--- config.mk ---
export PLATFORM = sky130hd
export DESIGN_NAME = drpm_top
export DESIGN_NICKNAME = d
export VERILOG_FILES = /design/src/drpm_top.v
export VERILOG_INCLUDE_DIRS = /design/src
export SDC_FILE = /design/constraint.sdc
export NUM_CORES = 1
export LEC_CHECK = 0
export ABC_AREA = 1
export BUFFER_PORTS_ARGS = -buffer_cell sky130_fd_sc_hd__buf_2
export CAP_MARGIN = 10
export CELL_PAD_IN_SITES_DETAIL_PLACEMENT = 1
export CELL_PAD_IN_SITES_GLOBAL_PLACEMENT = 1
export CORE_ASPECT_RATIO = 1.2
export CORE_UTILIZATION = 42
export DETAILED_ROUTE_END_ITERATION = 16
export GPL_TIMING_DRIVEN = 0
export PLACE_DENSITY_LB_ADDON = 0.08
export SYNTH_ARGS = -nofsm -noshare
export SYNTH_HDL_FRONTEND = slang
export SYNTH_SLANG_ARGS = --single-unit
--- constraint.sdc ---
create_clock -name clk_i -period 2 [get_ports clk_i]
set_input_delay 0.2 -clock clk_i [delete_from_list [all_inputs] [get_ports clk_i]]
set_output_delay 0.2 -clock clk_i [all_outputs]
set_load 0.1 [all_outputs]
--- src/drpm_map.vh ---
`ifndef DRPM_MAP_VH
`define DRPM_MAP_VH

// ==========================================================
// Register offsets (byte addresses)
// ==========================================================
`define DRPM_ADR_PDCFG     8'h00
`define DRPM_ADR_CTRL      8'h04
`define DRPM_ADR_STAT      8'h08

// ==========================================================
// Power-down configuration fields
// ==========================================================
`define DRPM_MODE_HI       15
`define DRPM_MODE_LO       12
`define DRPM_TMO_HI        11
`define DRPM_TMO_LO        0
`define DRPM_PDCFG_RST     16'h0000
`define DRPM_MODE_NONE     4'h0
`define DRPM_MODE_OPEN     4'h1
`define DRPM_MODE_PRE      4'h2
`define DRPM_MODE_DLLOFF   4'h6

// ==========================================================
// Control register fields
// ==========================================================
`define DRPM_CTL_RELEASE   0
`define DRPM_CTL_LOCK      1
`define DRPM_CTL_UNPOP_HI  7
`define DRPM_CTL_UNPOP_LO  4
`define DRPM_CTL_EXTGFX    8

// ==========================================================
// Timing
// ==========================================================
`define DRPM_CLK_MHZ       125
`define DRPM_CKE_LOW_US    200
`define DRPM_TXP_CYC       5'd5
`define DRPM_TXPDLL_CYC    5'd20

`endif

--- src/drpm_top.v ---
// Behaviour
// - Unpopulated ranks leave clock, CKE, ODT and chip-select undriven.
// - After reset all ranks count as populated; software may tri-state empty ones.
// - Four independent CKE outputs, one per rank.
// - Config register: mode in bits 15:12, idle timeout in bits 11:0.
// - Four power-down behaviours selectable in the running package state.
// - No-power-down mode never drops CKE for idle ranks.
// - Open-page power-down keeps pages, DLL on, exit waits tXP only.
// - DLL-off power-down waits tXP plus tXPDLL before first data transfer.
// - Precharged power-down needs all banks closed; wake marks pages empty.
// - Separate idle counter per rank; expiry with nothing queued allows power-down.
// - Idle counter restarts at the latest transaction to the rank.
// - Timeout counts memory clock cycles of continuous idleness.
// - Config register writable live unless registers are locked.
// - CKE stays low through reset until software writes the release bit.
// - Suspend or conditional self-refresh drains, then non-graphics ranks self-refresh.
// - Deep package with integrated graphics: self-refresh only when graphics idle.
// - Deep package with external graphics: self-refresh when nothing outstanding.
// - Running states use idle power-down; S3 self-refresh; S4 memory off.
// - Precharged modes close every open page before CKE drops.
// - Wake all ranks before refresh, power them down again after it.
//
// Implementation choices: the placing of the registers and the Wishbone slave port.
`timescale 1ns/1ns
`include "drpm_map.vh"
`default_nettype none

module drpm_top
#(
   parameter CKE_HOLD_CYC = `DRPM_CKE_LOW_US * `DRPM_CLK_MHZ
)
(
   input  wire        clk_i,
   input  wire        rst_i,
   input  wire        cyc_i,
   input  wire        stb_i,
   input  wire        we_i,
   input  wire [7:0]  adr_i,
   input  wire [3:0]  sel_i,
   input  wire [31:0] dat_i,
   output wire [31:0] dat_o,
   output wire        ack_o,
   input  wire [3:0]  rank_txn_i,
   input  wire [3:0]  rank_queued_i,
   input  wire [3:0]  rank_open_pages_i,
   input  wire [3:0]  gfx_rank_i,
   input  wire        pkg_deep_i,
   input  wire        pkg_s3_i,
   input  wire        pkg_s4_i,
   input  wire        gfx_idle_i,
   input  wire        display_pending_i,
   input  wire        req_outstanding_i,
   input  wire        refresh_due_i,
   input  wire        refresh_done_i,
   output wire [3:0]  cke_o,
   output wire [3:0]  rank_oe_n_o,
   output wire [3:0]  self_refresh_o,
   output wire [3:0]  precharge_all_o,
   output wire [3:0]  pages_empty_o,
   output wire [3:0]  rank_ready_o,
   output wire        drain_req_o,
   output wire        refresh_ready_o,
   output wire        mem_power_off_o
);

   // =======================================================
   // State encoding and timing
   // =======================================================
   localparam [4:0] ST_ACT  = 5'h01;
   localparam [4:0] ST_CLS  = 5'h02;
   localparam [4:0] ST_PD   = 5'h04;
   localparam [4:0] ST_EXIT = 5'h08;
   localparam [4:0] ST_SR   = 5'h10;
   // The hold counter is 15 bits, enough for 200 us at 125 MHz
   localparam [14:0] HOLD_LAST = CKE_HOLD_CYC[14:0] - 15'h0001;

   // =======================================================
   // Register file
   // =======================================================
   reg  [15:0] pdcfg_reg;
   reg         release_reg;
   reg         lock_reg;
   reg  [3:0]  unpop_reg;
   reg         extgfx_reg;
   reg  [31:0] dat_reg;
   reg         ack_reg;
   reg  [14:0] hold_reg;
   reg         hold_done_reg;
   reg         ref_busy_reg;
   reg         ref_rdy_reg;
   reg         drain_reg;
   reg         off_reg;
   wire [3:0]  cke_w;
   wire [3:0]  sr_w;
   wire [3:0]  pd_w;
   wire [3:0]  awake_w;

   wire        req   = cyc_i & stb_i & ~ack_reg;
   wire        wr    = req & we_i;
   // Byte offsets (address bits 1:0) inside a word are ignored, only bits 7:2 decode
   wire        hit_p = ({adr_i[7:2], 2'b00} == `DRPM_ADR_PDCFG);
   wire        hit_c = ({adr_i[7:2], 2'b00} == `DRPM_ADR_CTRL);
   wire        hit_s = ({adr_i[7:2], 2'b00} == `DRPM_ADR_STAT);
   wire        rel   = release_reg & hold_done_reg;

   wire [3:0]  mode  = pdcfg_reg[`DRPM_MODE_HI:`DRPM_MODE_LO];
   wire [11:0] tmo   = pdcfg_reg[`DRPM_TMO_HI:`DRPM_TMO_LO];
   // Unknown mode codes behave as no power-down, the safe choice
   wire        m_open = (mode == `DRPM_MODE_OPEN);
   wire        m_pre  = (mode == `DRPM_MODE_PRE);
   wire        m_dll  = (mode == `DRPM_MODE_DLLOFF);
   wire        pd_en  = m_open | m_pre | m_dll;

   // Self-refresh wish per package state
   wire        deep_ok = extgfx_reg ? ~req_outstanding_i
                                    : (gfx_idle_i & ~display_pending_i);
   wire        sr_want = pkg_s3_i | pkg_s4_i | (pkg_deep_i & deep_ok);
   wire        sr_go   = sr_want & ~req_outstanding_i;

   always @(posedge clk_i)
   begin
      if (rst_i)
      begin
         pdcfg_reg   <= `DRPM_PDCFG_RST;
         release_reg <= 1'b0;
         lock_reg    <= 1'b0;
         unpop_reg   <= 4'h0;
         extgfx_reg  <= 1'b0;
         ack_reg     <= 1'b0;
         dat_reg     <= 32'h0000_0000;
      end
      else
      begin
         ack_reg <= req;
         dat_reg <= 32'h0000_0000;
         if (wr & hit_p & ~lock_reg)
         begin
            if (sel_i[0])
               pdcfg_reg[7:0] <= dat_i[7:0];
            if (sel_i[1])
               pdcfg_reg[15:8] <= dat_i[15:8];
         end
         if (wr & hit_c & ~lock_reg & sel_i[0])
         begin
            // Release and lock only ever set; reset alone clears them
            if (dat_i[`DRPM_CTL_RELEASE])
               release_reg <= 1'b1;
            if (dat_i[`DRPM_CTL_LOCK])
               lock_reg <= 1'b1;
            unpop_reg <= dat_i[`DRPM_CTL_UNPOP_HI:`DRPM_CTL_UNPOP_LO];
         end
         if (wr & hit_c & ~lock_reg & sel_i[1])
            extgfx_reg <= dat_i[`DRPM_CTL_EXTGFX];
         if (req & ~we_i)
         begin
            if (hit_p)
               dat_reg <= {16'h0000, pdcfg_reg};
            else if (hit_c)
               dat_reg <= {23'h000000, extgfx_reg, unpop_reg,
                           2'b00, lock_reg, release_reg};
            else if (hit_s)
               dat_reg <= {16'h0000, ref_rdy_reg, hold_done_reg,
                           lock_reg, release_reg, pd_w, sr_w, cke_w};
         end
      end
   end

   // =======================================================
   // Power-up hold, drain, refresh coordination
   // =======================================================
   // Hardware backs the release with its own minimum hold so a
   // premature software write cannot cut the CKE-low time short
   always @(posedge clk_i)
   begin
      if (rst_i)
      begin
         hold_reg      <= 15'h0000;
         hold_done_reg <= 1'b0;
         ref_busy_reg  <= 1'b0;
         ref_rdy_reg   <= 1'b0;
         drain_reg     <= 1'b0;
         off_reg       <= 1'b0;
      end
      else
      begin
         if (~hold_done_reg)
         begin
            hold_reg <= hold_reg + 15'h0001;
            if (hold_reg == HOLD_LAST)
               hold_done_reg <= 1'b1;
         end
         if (refresh_due_i)
            ref_busy_reg <= 1'b1;
         else if (refresh_done_i)
            ref_busy_reg <= 1'b0;
         ref_rdy_reg <= ref_busy_reg & ~refresh_done_i
                        & (&(awake_w | unpop_reg));
         drain_reg <= sr_want;
         off_reg   <= pkg_s4_i;
      end
   end

   // =======================================================
   // Per-rank power state machines
   // =======================================================
   genvar g;
   generate
      for (g = 0; g < 4; g = g + 1)
      begin : g_rank
         reg [4:0]  st_reg;
         reg [4:0]  st_next;
         reg [11:0] idle_reg;
         reg [11:0] idle_next;
         reg [4:0]  xcnt_reg;
         reg [4:0]  xcnt_next;
         reg        dll_reg;
         reg        dll_next;
         reg        srt_reg;
         reg        srt_next;
         reg        back_reg;
         reg        back_next;
         reg        inv_reg;
         reg        inv_next;
         reg        cke_reg;
         reg        oe_n_reg;
         reg        sref_reg;
         reg        pre_reg;
         reg        emp_reg;
         reg        rdy_reg;

         wire sr_rank = sr_go & (extgfx_reg | ~gfx_rank_i[g]);
         wire expired = (idle_reg >= tmo);
         wire wake    = rank_queued_i[g] | ref_busy_reg | refresh_due_i
                        | ~pd_en | sr_rank;

         always @*
         begin
            st_next   = st_reg;
            idle_next = idle_reg;
            xcnt_next = xcnt_reg;
            dll_next  = dll_reg;
            srt_next  = srt_reg;
            inv_next  = inv_reg;
            back_next = back_reg;
            if (refresh_done_i & pd_en)
               back_next = 1'b1;
            case (st_reg)
               ST_ACT:
               begin
                  if (rank_txn_i[g])
                     idle_next = 12'h000;
                  else if (~expired)
                     idle_next = idle_reg + 12'h001;
                  if (~rel | unpop_reg[g])
                     st_next = ST_ACT;
                  else if (sr_rank)
                  begin
                     srt_next = 1'b1;
                     st_next  = rank_open_pages_i[g] ? ST_CLS : ST_SR;
                  end
                  else if (pd_en & ~rank_queued_i[g] & ~ref_busy_reg
                           & ~refresh_due_i & (expired | back_reg))
                  begin
                     srt_next  = 1'b0;
                     back_next = 1'b0;
                     dll_next  = m_dll;
                     inv_next  = ~m_open;
                     if (m_open | ~rank_open_pages_i[g])
                        st_next = ST_PD;
                     else
                        st_next = ST_CLS;
                  end
               end
               ST_CLS:
               begin
                  if (~rank_open_pages_i[g])
                     st_next = srt_reg ? ST_SR : ST_PD;
               end
               ST_PD:
               begin
                  if (wake)
                  begin
                     st_next   = ST_EXIT;
                     xcnt_next = dll_reg ? (`DRPM_TXP_CYC + `DRPM_TXPDLL_CYC)
                                         : `DRPM_TXP_CYC;
                  end
               end
               ST_EXIT:
               begin
                  if (xcnt_reg == 5'h00)
                  begin
                     st_next   = ST_ACT;
                     idle_next = 12'h000;
                  end
                  else
                     xcnt_next = xcnt_reg - 5'h01;
               end
               ST_SR:
               begin
                  if (~sr_rank & ~pkg_s4_i)
                  begin
                     st_next   = ST_EXIT;
                     dll_next  = 1'b1;
                     inv_next  = 1'b1;
                     xcnt_next = `DRPM_TXP_CYC + `DRPM_TXPDLL_CYC;
                  end
               end
               default:
                  st_next = ST_ACT;
            endcase
         end

         always @(posedge clk_i)
         begin
            if (rst_i)
            begin
               st_reg   <= ST_ACT;
               idle_reg <= 12'h000;
               xcnt_reg <= 5'h00;
               dll_reg  <= 1'b0;
               srt_reg  <= 1'b0;
               back_reg <= 1'b0;
               inv_reg  <= 1'b0;
               cke_reg  <= 1'b0;
               oe_n_reg <= 1'b0;
               sref_reg <= 1'b0;
               pre_reg  <= 1'b0;
               emp_reg  <= 1'b0;
               rdy_reg  <= 1'b0;
            end
            else
            begin
               st_reg   <= st_next;
               idle_reg <= idle_next;
               xcnt_reg <= xcnt_next;
               dll_reg  <= dll_next;
               srt_reg  <= srt_next;
               back_reg <= back_next;
               inv_reg  <= inv_next;
               oe_n_reg <= unpop_reg[g];
               cke_reg  <= rel & ~unpop_reg[g] & ~pkg_s4_i
                           & (st_next != ST_PD) & (st_next != ST_SR);
               sref_reg <= (st_next == ST_SR);
               pre_reg  <= (st_next == ST_CLS);
               // One-cycle pulse: page buffers forgotten after wake
               emp_reg  <= (st_reg == ST_EXIT) & (st_next == ST_ACT)
                           & inv_reg;
               rdy_reg  <= rel & ~unpop_reg[g] & (st_next == ST_ACT);
            end
         end

         assign cke_o[g]           = cke_reg;
         assign rank_oe_n_o[g]     = oe_n_reg;
         assign self_refresh_o[g]  = sref_reg;
         assign precharge_all_o[g] = pre_reg;
         assign pages_empty_o[g]   = emp_reg;
         assign rank_ready_o[g]    = rdy_reg;
         assign cke_w[g]           = cke_reg;
         assign sr_w[g]            = sref_reg;
         assign pd_w[g]            = (st_reg == ST_PD);
         assign awake_w[g]         = rdy_reg;
      end
   endgenerate

   assign dat_o           = dat_reg;
   assign ack_o           = ack_reg;
   assign drain_req_o     = drain_reg;
   assign refresh_ready_o = ref_rdy_reg;
   assign mem_power_off_o = off_reg;

endmodule

`default_nettype wire

### Word level (Yosys, flattened, before mapping)

Index checks and enable logic that the tools add are counted.

| storage, ports and cells | value |
|---|---|
| bits in registers | 204 |
| latch bits | 0 |
| RAM bits | 0 |
| memory bits (read-only) | 0 |
| memories kept | 0 |

| operators by class | value |
|---|---|
| add/sub/neg operators | 9 |
| $mul | 0 |
| divide/modulo/power cells | 0 |
| order comparisons | 4 |
| equality and inequality tests | 78 |
| shift-type cells | 0 |
| multiplexer cells | 152 |
| bitwise gates (word level) | 143 |
| reduce and logical (&&, ||, !) cells | 45 |

Operators with widths:

| cell | count |
|---|---|
| two-way mux 5 bit | 52 |
| two-way mux 12 bit | 12 |
| case mux 5 bit (5 select lines) | 4 |
| case mux 12 bit (2 select lines) | 4 |
| AND 1 bit | 69 |
| two-way mux 1 bit | 61 |
| case mux 5 bit (3 select lines) | 4 |
| adder 12 x 1 -> 12 bit, second input constant | 4 |
| >= comparator 12 bit | 4 |
| two-way mux 16 bit | 3 |
| != test 2 bit, second input constant | 24 |
| == test 5 x 1 -> 1 bit, second input constant | 8 |
| == test 5 x 2 -> 1 bit, second input constant | 8 |
| == test 5 bit, second input constant | 8 |
| inverter 1 bit | 37 |
| bitwise OR 1 bit | 36 |
| nonzero test 2 bit | 13 |
| AND reduction 3 bit | 8 |
| == test 5 x 3 -> 1 bit, second input constant | 4 |
| == test 5 x 4 -> 1 bit, second input constant | 4 |
| logical NOT 5 bit | 4 |
| != test 5 x 3 -> 1 bit, second input constant | 4 |
| != test 5 bit, second input constant | 4 |
| AND reduction 4 bit | 5 |
| other kinds (19) | 47 |

### Depth between registers and ports, before layout

Gate-level depths: netlist of run 1.

| depth | value |
|---|---|
| depth in word-level cells | 14 |
| depth in mapped cells | 16 |
| depth with buffers taken out | 16 |

### Least setup slack after synthesis of run 1

Ideal clock, no wire load.

| path | value |
|---|---|
| path kind | flip-flop to flip-flop |
| start point | register ack_reg (netlist: ack_o) |
| end point | register pdcfg_reg[7] |
| data arrival time | 1.713 ns |
| required time | 1.878 ns |
| path slack | 0.165 ns |
| cell stages (with the launch flop) | 8 |
| path buffers | 1 |
| clock period less this slack | 1.835 ns |
| cells stage by stage | dfxtp_1 > nor2_1 > inv_1 > nor3_2 > nand3_4 > buf_2 > o21ai_1 > a21oi_1 |

| between the ends | value |
|---|---|
| longest elaborated chain between the ends | 6 |

RTL lines:

| what | line | RTL |
|---|---|---|
| start: declaration | drpm_top.v:86 | `reg ack_reg;` |
| start signal: assignment | drpm_top.v:134 | `ack_reg <= req;` |
| inverter 1 bit | drpm_top.v:98 | `wire req = cyc_i & stb_i & ~ack_reg;` |
| AND 1 bit | drpm_top.v:98 |  |
| AND 1 bit | drpm_top.v:99 | `wire wr = req & we_i;` |
| AND 1 bit (2 in a row) | drpm_top.v:136 | `if (wr & hit_p & ~lock_reg)` |
| AND reduction 2 bit (no source line) | - |  |
| end signal: assignment | drpm_top.v:124 | `` pdcfg_reg <= `DRPM_PDCFG_RST; `` |
| end signal: assignment | drpm_top.v:139 | `pdcfg_reg[7:0] <= dat_i[7:0];` |
| end: declaration | drpm_top.v:80 | `reg [15:0] pdcfg_reg;` |

Every way passes these cells.
A chain may end at the register's enable or synchronous reset.

### Worst setup path after layout of run 1

| path | value |
|---|---|
| start point | register pdcfg_reg[11] |
| end point | register g_rank[0].idle_reg[9] |

| between the ends | value |
|---|---|
| longest elaborated chain between the ends | 3 |

RTL lines:

| what | line | RTL |
|---|---|---|
| start signal: assignment | drpm_top.v:124 |  |
| start signal: assignment | drpm_top.v:141 | `pdcfg_reg[15:8] <= dat_i[15:8];` |
| >= comparator 12 bit | drpm_top.v:232 | `wire expired = (idle_reg >= tmo);` |
| != test 3 bit (no source line) | - |  |
| AND reduction 3 bit (no source line) | - |  |
| end signal: assignment | drpm_top.v:334 | `idle_reg <= idle_next;` |
| end: declaration | drpm_top.v:212 | `reg [11:0] idle_reg;` |

Every way passes these cells.

==> results.cfg, run 1 <==
[die]
core_area_um2 = 24800
ios = 133
die_y_um = 177
num_rows = 63
initial_core_util = 0.431
die_x_um = 148
dieArea_um2 = 26100

[clocking]
cts_tree = built
clk_latency_ns = 0.46
cts_made_buffers = 17
max-clock-path-buffers = 2
path_clk_slew_ns = 0.07
cts_sinks = 188
root_buffer = clkbuf_16
htree_levels = 4

[drt]
vias_per_cell = 5.52
num_vias = 11400
final_antenna_net_count = 0
wl_per_cell_um = 20.5
dr.pass1.iters = 5
drtIter0Drc = 537
drc = 0
finalWirelength_mm = 42.3

[sta]
tns_ns = -10.38
worst_pin_slew_ns = 1.17
setup-violations-final = 84
setup_ws_ns = -0.216
clock_skew_ns = 0.0135
hold_viol = 0
rsz0062_at_grt = true
min_period_over_period = 1.11
drv_slew = 0
max_clock_freq_ghz = 0.451
period_needed_ns = 2.22
slew_headroom = 0.218

[grt]
grt_pass1_vias = 11300
gr-total-overflow = 0
grt_use_total = 0.310
grt_util_met3 = 0.0513
grt_max_degree = 17
met1_usage = 0.360
grt_pass1_wl_mm = 61.6
grt_most_used_layer = met2
antenna_found_initial = 1
grt_util_met2 = 0.552

[power]
ir_worst_vdd_mv = 0.545
power_density_nw_per_um2 = 723
switching_power_mw = 3.41
comb_power_share = 0.256
p_clk_frac = 0.346
cellLeakagePower_nw = 6.00
power.share.sequential = 0.398
p_int_mw = 6.68
p_sw_frac = 0.338

[finish]
nets = 1853
seqCellArea_um2 = 3780
layout_commonest_cell = nand2_1
largest_reg_flops = 48
syn2layout_area_growth_pct = 30.5
num-fill-cells = 3190
final_cell_mix = nand2_1, inv_1, dfxtp_1
drive_gt1_frac = 0.290
multi_input_area_um2 = 6960
final_area_um2 = 14000

[setup_path]
r2r_setup_slack_ns = -0.22
start_kind = flip-flop
rr_worst_depth = 15
worst-setup-path-type = flip-flop to flip-flop
arrival_ns = 2.50
worstSetupEndpointType = flip-flop
critPathMaxFanout = 5
rr_endpoint = g_rank[0].idle_reg[9]$_SDFFE_PP0P_
worstPathRequired_ns = 2.29
r2r_start = pdcfg_reg[11]$_SDFFE_PP0P_

[synthesis]
synth_edf_count = 0
syn_avg_cell_area_um2 = 6.85
synth_flop_cell = dfxtp_1
async_reset_ff_frac = 0
synth_area_um2 = 10700
synth_warnings = 0
ys_ff_latch = 188
yosysUniqueCellTypes = 57
synthCells = 1562
ys_seq_area_frac = 0.352

[run_status]
status = finished, violations left
violations = setup timing

[job]
drv_cap = 0

[hold_path]
worstHoldPathCells = 3
min_from = refresh_due_i
hold_end = ref_busy_reg$_SDFFE_PP0P_
hp-class = input pin to flip-flop

[place]
dpl.hpwl_mm = 28.7
place_area_um2 = 11600
place_congestion = 0.888
io_buffers = 95
==> cell families (layout without fill, tap and decap cells) <==
| logic type | Yosys count | count (layout) | share of synthesized area |
|---|---|---|---|
| other | 1 | 17 | 0.000350 |
| DFF | 188 | 188 | 0.352 |
| and+or+nand+nor | 731 | 731 | 0.310 |
| xor gates and xnor gates | 6 | 6 | 0.00491 |
| adders and majority gates | 60 | 60 | 0.0701 |
| AOI/OAI and AO/OA | 288 | 288 | 0.143 |
| buffers and inverters | 288 | 444 | 0.120 |
==> power groups by stage <==
stage                     registers, mW  logic, mW  clock network [mW]
after floorplan                    4.05       1.15                   0
after global placement             4.06       1.58                   0
after detailed placement           4.06       1.64                   0
after CTS                          4.00       2.06                3.53
after global routing               4.03       2.77                3.69
final                              4.02       2.58                3.50
==> stage by stage <==
step | util | hold WS (ns) | instances | setup WS (ns) | power, mW
2_1_floorplan | - | 0.311 | 1577 | 0.165 | 5.20
3_3_place_gp | 0.469 | 0.440 | 1997 | -0.474 | 5.63
3_5_place_dp | 0.469 | 0.458 | 1997 | -0.467 | 5.70
4_1_cts | 0.528 | 0.000348 | 2051 | -0.124 | 9.59
5_1_grt | 0.562 | 0.0122 | 2058 | -0.308 | 10.5
6_report | 0.563 | 0.00172 | 2059 | -0.216 | 10.1
==> synth_stat cells (3+ instances only) <==
cell / number / share of area
nand2_1: 325 / 0.11
inv_1: 200 / 0.070
dfxtp_1: 188 / 0.35
nor2_1: 181 / 0.063
a21oi_1: 148 / 0.069
nand3_1: 104 / 0.049
o21ai_0: 97 / 0.045
ha_1: 60 / 0.070
buf_4: 41 / 0.029
nor3_1: 30 / 0.014
nand4_1: 19 / 0.011
inv_2: 15 / 0.0053
clkbuf_1: 14 / 0.0049
buf_2: 9 / 0.0042
nand3b_1: 8 / 0.0056
a31oi_1: 7 / 0.0041
nand2_2: 7 / 0.0041
nor4_1: 7 / 0.0041
o21ai_1: 7 / 0.0033
nor3_2: 6 / 0.0056
nor3b_1: 6 / 0.0042
buf_6: 5 / 0.0053
nand3_2: 5 / 0.0047
nor2_2: 5 / 0.0029
or2_1: 5 / 0.0029
buf_1: 4 / 0.0014
nand4_2: 4 / 0.0047
o22ai_1: 4 / 0.0023
xor2_1: 4 / 0.0033
a211oi_1: 3 / 0.0021
a221oi_1: 3 / 0.0025
a31o_2: 3 / 0.0025
and3_1: 3 / 0.0018
nor2_4: 3 / 0.0032
o21bai_1: 3 / 0.0021
==> routing by layer <==
metal  share of wire  wire (um)
met4           0.052       2190
met2            0.50      21200
met3           0.053       2230
met1            0.39      16600
met5         0.00021          9
==> what timing repair did <==
item / 4_1_cts / 5_1_grt
hold buffers: 0 / 0
gates cloned: 5 / 1
gates resized for setup: 158 / 194
pin swaps: 44 / 55
endpoints found under the hold margin: 0 / 0
setup endpoints to repair: 114 / 114
setup buffers: 17 / 6
==> critical path: stages, from the launching register on <==
cell and delay, ns:
dfxtp_4 0.37, clkinvlp_4 0.17, buf_12 0.19, ha_4 0.28
nand2_4 0.06, nor2_4 0.10, inv_1 0.04, nor2_1 0.09
nand2_1 0.10, nand2_1 0.11, nand3_2 0.09, nand2_4 0.11
inv_4 0.06, buf_6 0.13, nand3_2 0.08, a21oi_2 0.06
==> cell type report <==
type                            instances  area share
Sequential cell                       188       0.271
Multi-Input combinational cell       1101       0.499
Timing Repair Buffer                  124      0.0604
Inverter                              215      0.0620
Buffer                                 73      0.0374
Antenna cell                            1    0.000179
Clock inverter                         12     0.00985
Clock buffer                           20      0.0320
Tap cell                              325      0.0291
==> worst max path at each step <==
| stage | slack [ns] | from | cells past startpoint | endpoint |
|---|---|---|---|---|
| 2_1_floorplan | 0.17 | ack_o$_SDFF_PP0_ | 7 | pdcfg_reg[7]$_SDFFE_PP0P_ |
| 3_3_place_gp | -0.47 | rst_i | 4 | g_rank[3].oe_n_reg$_SDFF_PP0_ |
| 3_5_place_dp | -0.47 | rst_i | 4 | g_rank[1].oe_n_reg$_SDFF_PP0_ |
| 4_1_cts | -0.12 | pdcfg_reg[9]$_SDFFE_PP0P_ | 15 | g_rank[1].idle_reg[11]$_SDFFE_PP0P_ |
| 5_1_grt | -0.31 | pdcfg_reg[11]$_SDFFE_PP0P_ | 15 | g_rank[0].idle_reg[9]$_SDFFE_PP0P_ |
| 6_report | -0.22 | pdcfg_reg[11]$_SDFFE_PP0P_ | 15 | g_rank[0].idle_reg[9]$_SDFFE_PP0P_ |
No activity file was read; power rests on OpenSTA's default activity.
==> run 2, diff against run 1 <==
--- a/config.mk
+++ b/config.mk
@@ -7,15 +7,16 @@
 export NUM_CORES = 1
 export LEC_CHECK = 0
 export ABC_AREA = 1
-export BUFFER_PORTS_ARGS = -buffer_cell sky130_fd_sc_hd__buf_2
 export CAP_MARGIN = 10
 export CELL_PAD_IN_SITES_DETAIL_PLACEMENT = 1
 export CELL_PAD_IN_SITES_GLOBAL_PLACEMENT = 1
 export CORE_ASPECT_RATIO = 1.2
-export CORE_UTILIZATION = 42
+export CORE_UTILIZATION = 46
 export DETAILED_ROUTE_END_ITERATION = 16
+export DONT_BUFFER_PORTS = 1
 export GPL_TIMING_DRIVEN = 0
 export PLACE_DENSITY_LB_ADDON = 0.08
+export SETUP_SLACK_MARGIN = 0.3
 export SYNTH_ARGS = -nofsm -noshare
 export SYNTH_HDL_FRONTEND = slang
 export SYNTH_SLANG_ARGS = --single-unit
==> run 2 against run 1 <==
The run ends with hold timing, setup timing left. Non-clock buffer count is 11 lower. Sequential share of layout area shrank 1.8 points. Die area is 8.6% lower.
==> results.cfg, run 2 (synthesized netlist as in run 1, its figures left out) <==
[run_status]
status = finished, violations left
violations = hold timing, setup timing

[place]
dpl_worst_slack_ns = -0.551
placed_cells = 1887
dpl.hpwl_mm = 27.6
io_buffers = 0
place_congestion = 0.872
place_area_um2 = 11200

[drt]
m1WireLength_mm = 21.0
wl_per_cell_um = 30.3
drc = 0
drtIter0Drc = 1422
dr_wl_met2_mm = 27.8
final_antenna_net_count = 0
finalWirelength_mm = 61.5
wl_met3_mm = 6.72
num_vias = 13400
top_layer_used = met5
dr.pass1.iters = 9
vias_per_cell = 6.59

[die]
dieArea_um2 = 23900
num_rows = 60
die_x_um = 141
core_area_um2 = 22600
die_y_um = 169
initial_core_util = 0.474
ios = 133

[grt]
grt_pass1_vias = 12200
grt_pass1_wl_mm = 68.0
antenna_found_initial = 5
grt_use_total = 0.373
gr-total-overflow = 0
grt_max_degree = 17

[setup_path]
worstPathRequired_ns = 2.35
start_kind = flip-flop
arrival_ns = 2.84
worstSetupEndpointType = flip-flop
critPathMaxFanout = 5
worst-setup-path-type = flip-flop to flip-flop
cp_slowest_cell = dfxtp_2
r2r_start = pdcfg_reg[9]$_SDFFE_PP0P_
cpMostUsedCell = nor2_4
max_stage_delay_ns = 0.37
worstPathCellList = clkinv_4 -> ha_4 -> nand2_4 -> nor2_4 -> inv_2 -> nor2_2 -> nand2_2 -> nand3_4 -> nand2_8 -> buf_12 -> nor2_4 -> nand4_1 -> nand2_1 -> nor2_1
startpoint = pdcfg_reg[9]$_SDFFE_PP0P_

[sta]
slew_headroom = 0.110
worst_hold_slack_ns = -0.000856
drv_slew = 0
min_period_over_period = 1.25
worst_pin_slew_ns = 1.34
clock_skew_ns = 0.0128
hold_viol = 1
period_needed_ns = 2.49
setup_ws_ns = -0.492
max_clock_freq_ghz = 0.401
setup-violations-final = 94
rsz0062_at_grt = true

[finish]
layout_commonest_cell = nand2_1
syn2layout_area_growth_pct = 42.3
drive_gt1_frac = 0.380
final_area_um2 = 15200
finalNonFillerCells = 2034
nets = 1843
final_cell_mix = nand2_1, inv_1, dfxtp_1
largest_reg_flops = 48

[hold_path]
min_from = dat_i[9]
hp-class = input pin to flip-flop

[clocking]
max-clock-path-buffers = 2
htree_levels = 4
path_clk_slew_ns = 0.08
cts_tree = built
cts_sinks = 188
root_buffer = clkbuf_16
cts_made_buffers = 17
clk_latency_ns = 0.48

[power]
ir_worst_vdd_mv = 0.730
p_total_mw = 11.3
power_density_nw_per_um2 = 741
cellLeakagePower_nw = 6.24

[job]
drv_cap = 0
==> run 2: cell count changes in the layout (fill, tap and decap cells not counted), sizes merged <==
cell,change
dlygate4sd3,+29
clkinv,+2
inv,+9
clkbuf,+4
buf,-43
clkdlybuf4s15,+1
clkinvlp,-13
nand3,+1
==> run 2: per-layer routing <==
metal,up-vias,track usage
met5,-,0
met4,6,0.244
met3,491,0.0775
met2,1068,0.626
met1,6465,0.429
li1,5378,-
==> run 2: worst paths after layout <==
path | endpoint | slack (ns) | cells after the start
worst max-delay path | g_rank[0].inv_reg$_SDFFE_PP0P_ | -0.49 | 14
worst min-delay path | pdcfg_reg[9]$_SDFFE_PP0P_ | -0.0009 | 2
worst max register to register | g_rank[0].inv_reg$_SDFFE_PP0P_ | -0.49 | 14
worst min register to register | dat_o[14]$_SDFF_PP0_ | 0.50 | 2
==> run 2: repair_timing <==
| action | in CTS | in global routing |
|---|---|---|
| pin swaps | 90 | 120 |
| gates resized for setup | 340 | 332 |
| setup buffers | 31 | 44 |
| endpoints found under the hold margin | 48 | 1 |
| hold buffers | 28 | 1 |
| cloned | 7 | 3 |
| endpoints found under the setup margin | 169 | 147 |
==> run 2: worst max-delay path: cells and delay by family (launching register included) <==
kind / cells / cell delay (ns)
flops: 1 / 0.37
fa+ha+maj: 1 / 0.33
buf+inv: 3 / 0.35
simple gates: 10 / 1.30
==> run 2: cell type report <==
cell class                 instances  area (um2)
clock buffer                      22         464
sequential                       188        3840
clock inverter                    10         128
timing repair buffer             113        1100
fill                            2647        7370
inverter                         215         902
antenna                            1        2.50
buffer                            73         557
multi-input combinational       1102        7850
tap                              310         388
==> run 2: report_power, final <==
group          total, mW  switching (mW)  leakage, nW  internal [mW]
Combinational       3.49            2.13         4.41           1.36
Clock               3.72            1.79        0.288           1.94
Sequential          4.08           0.226         1.54           3.85
Total               11.3            4.14         6.24           7.15
==> run 2: metrics by stage <==
stage                     TNS, ns  utilization  hold WS (ns)
after CTS                       0        0.605       0.00148
after detailed placement   -20.77        0.494         0.340
after global placement     -15.08        0.494         0.315
final                      -14.23        0.674     -0.000856
after global routing       -18.36        0.674        0.0178
after floorplan                 0            -         0.311
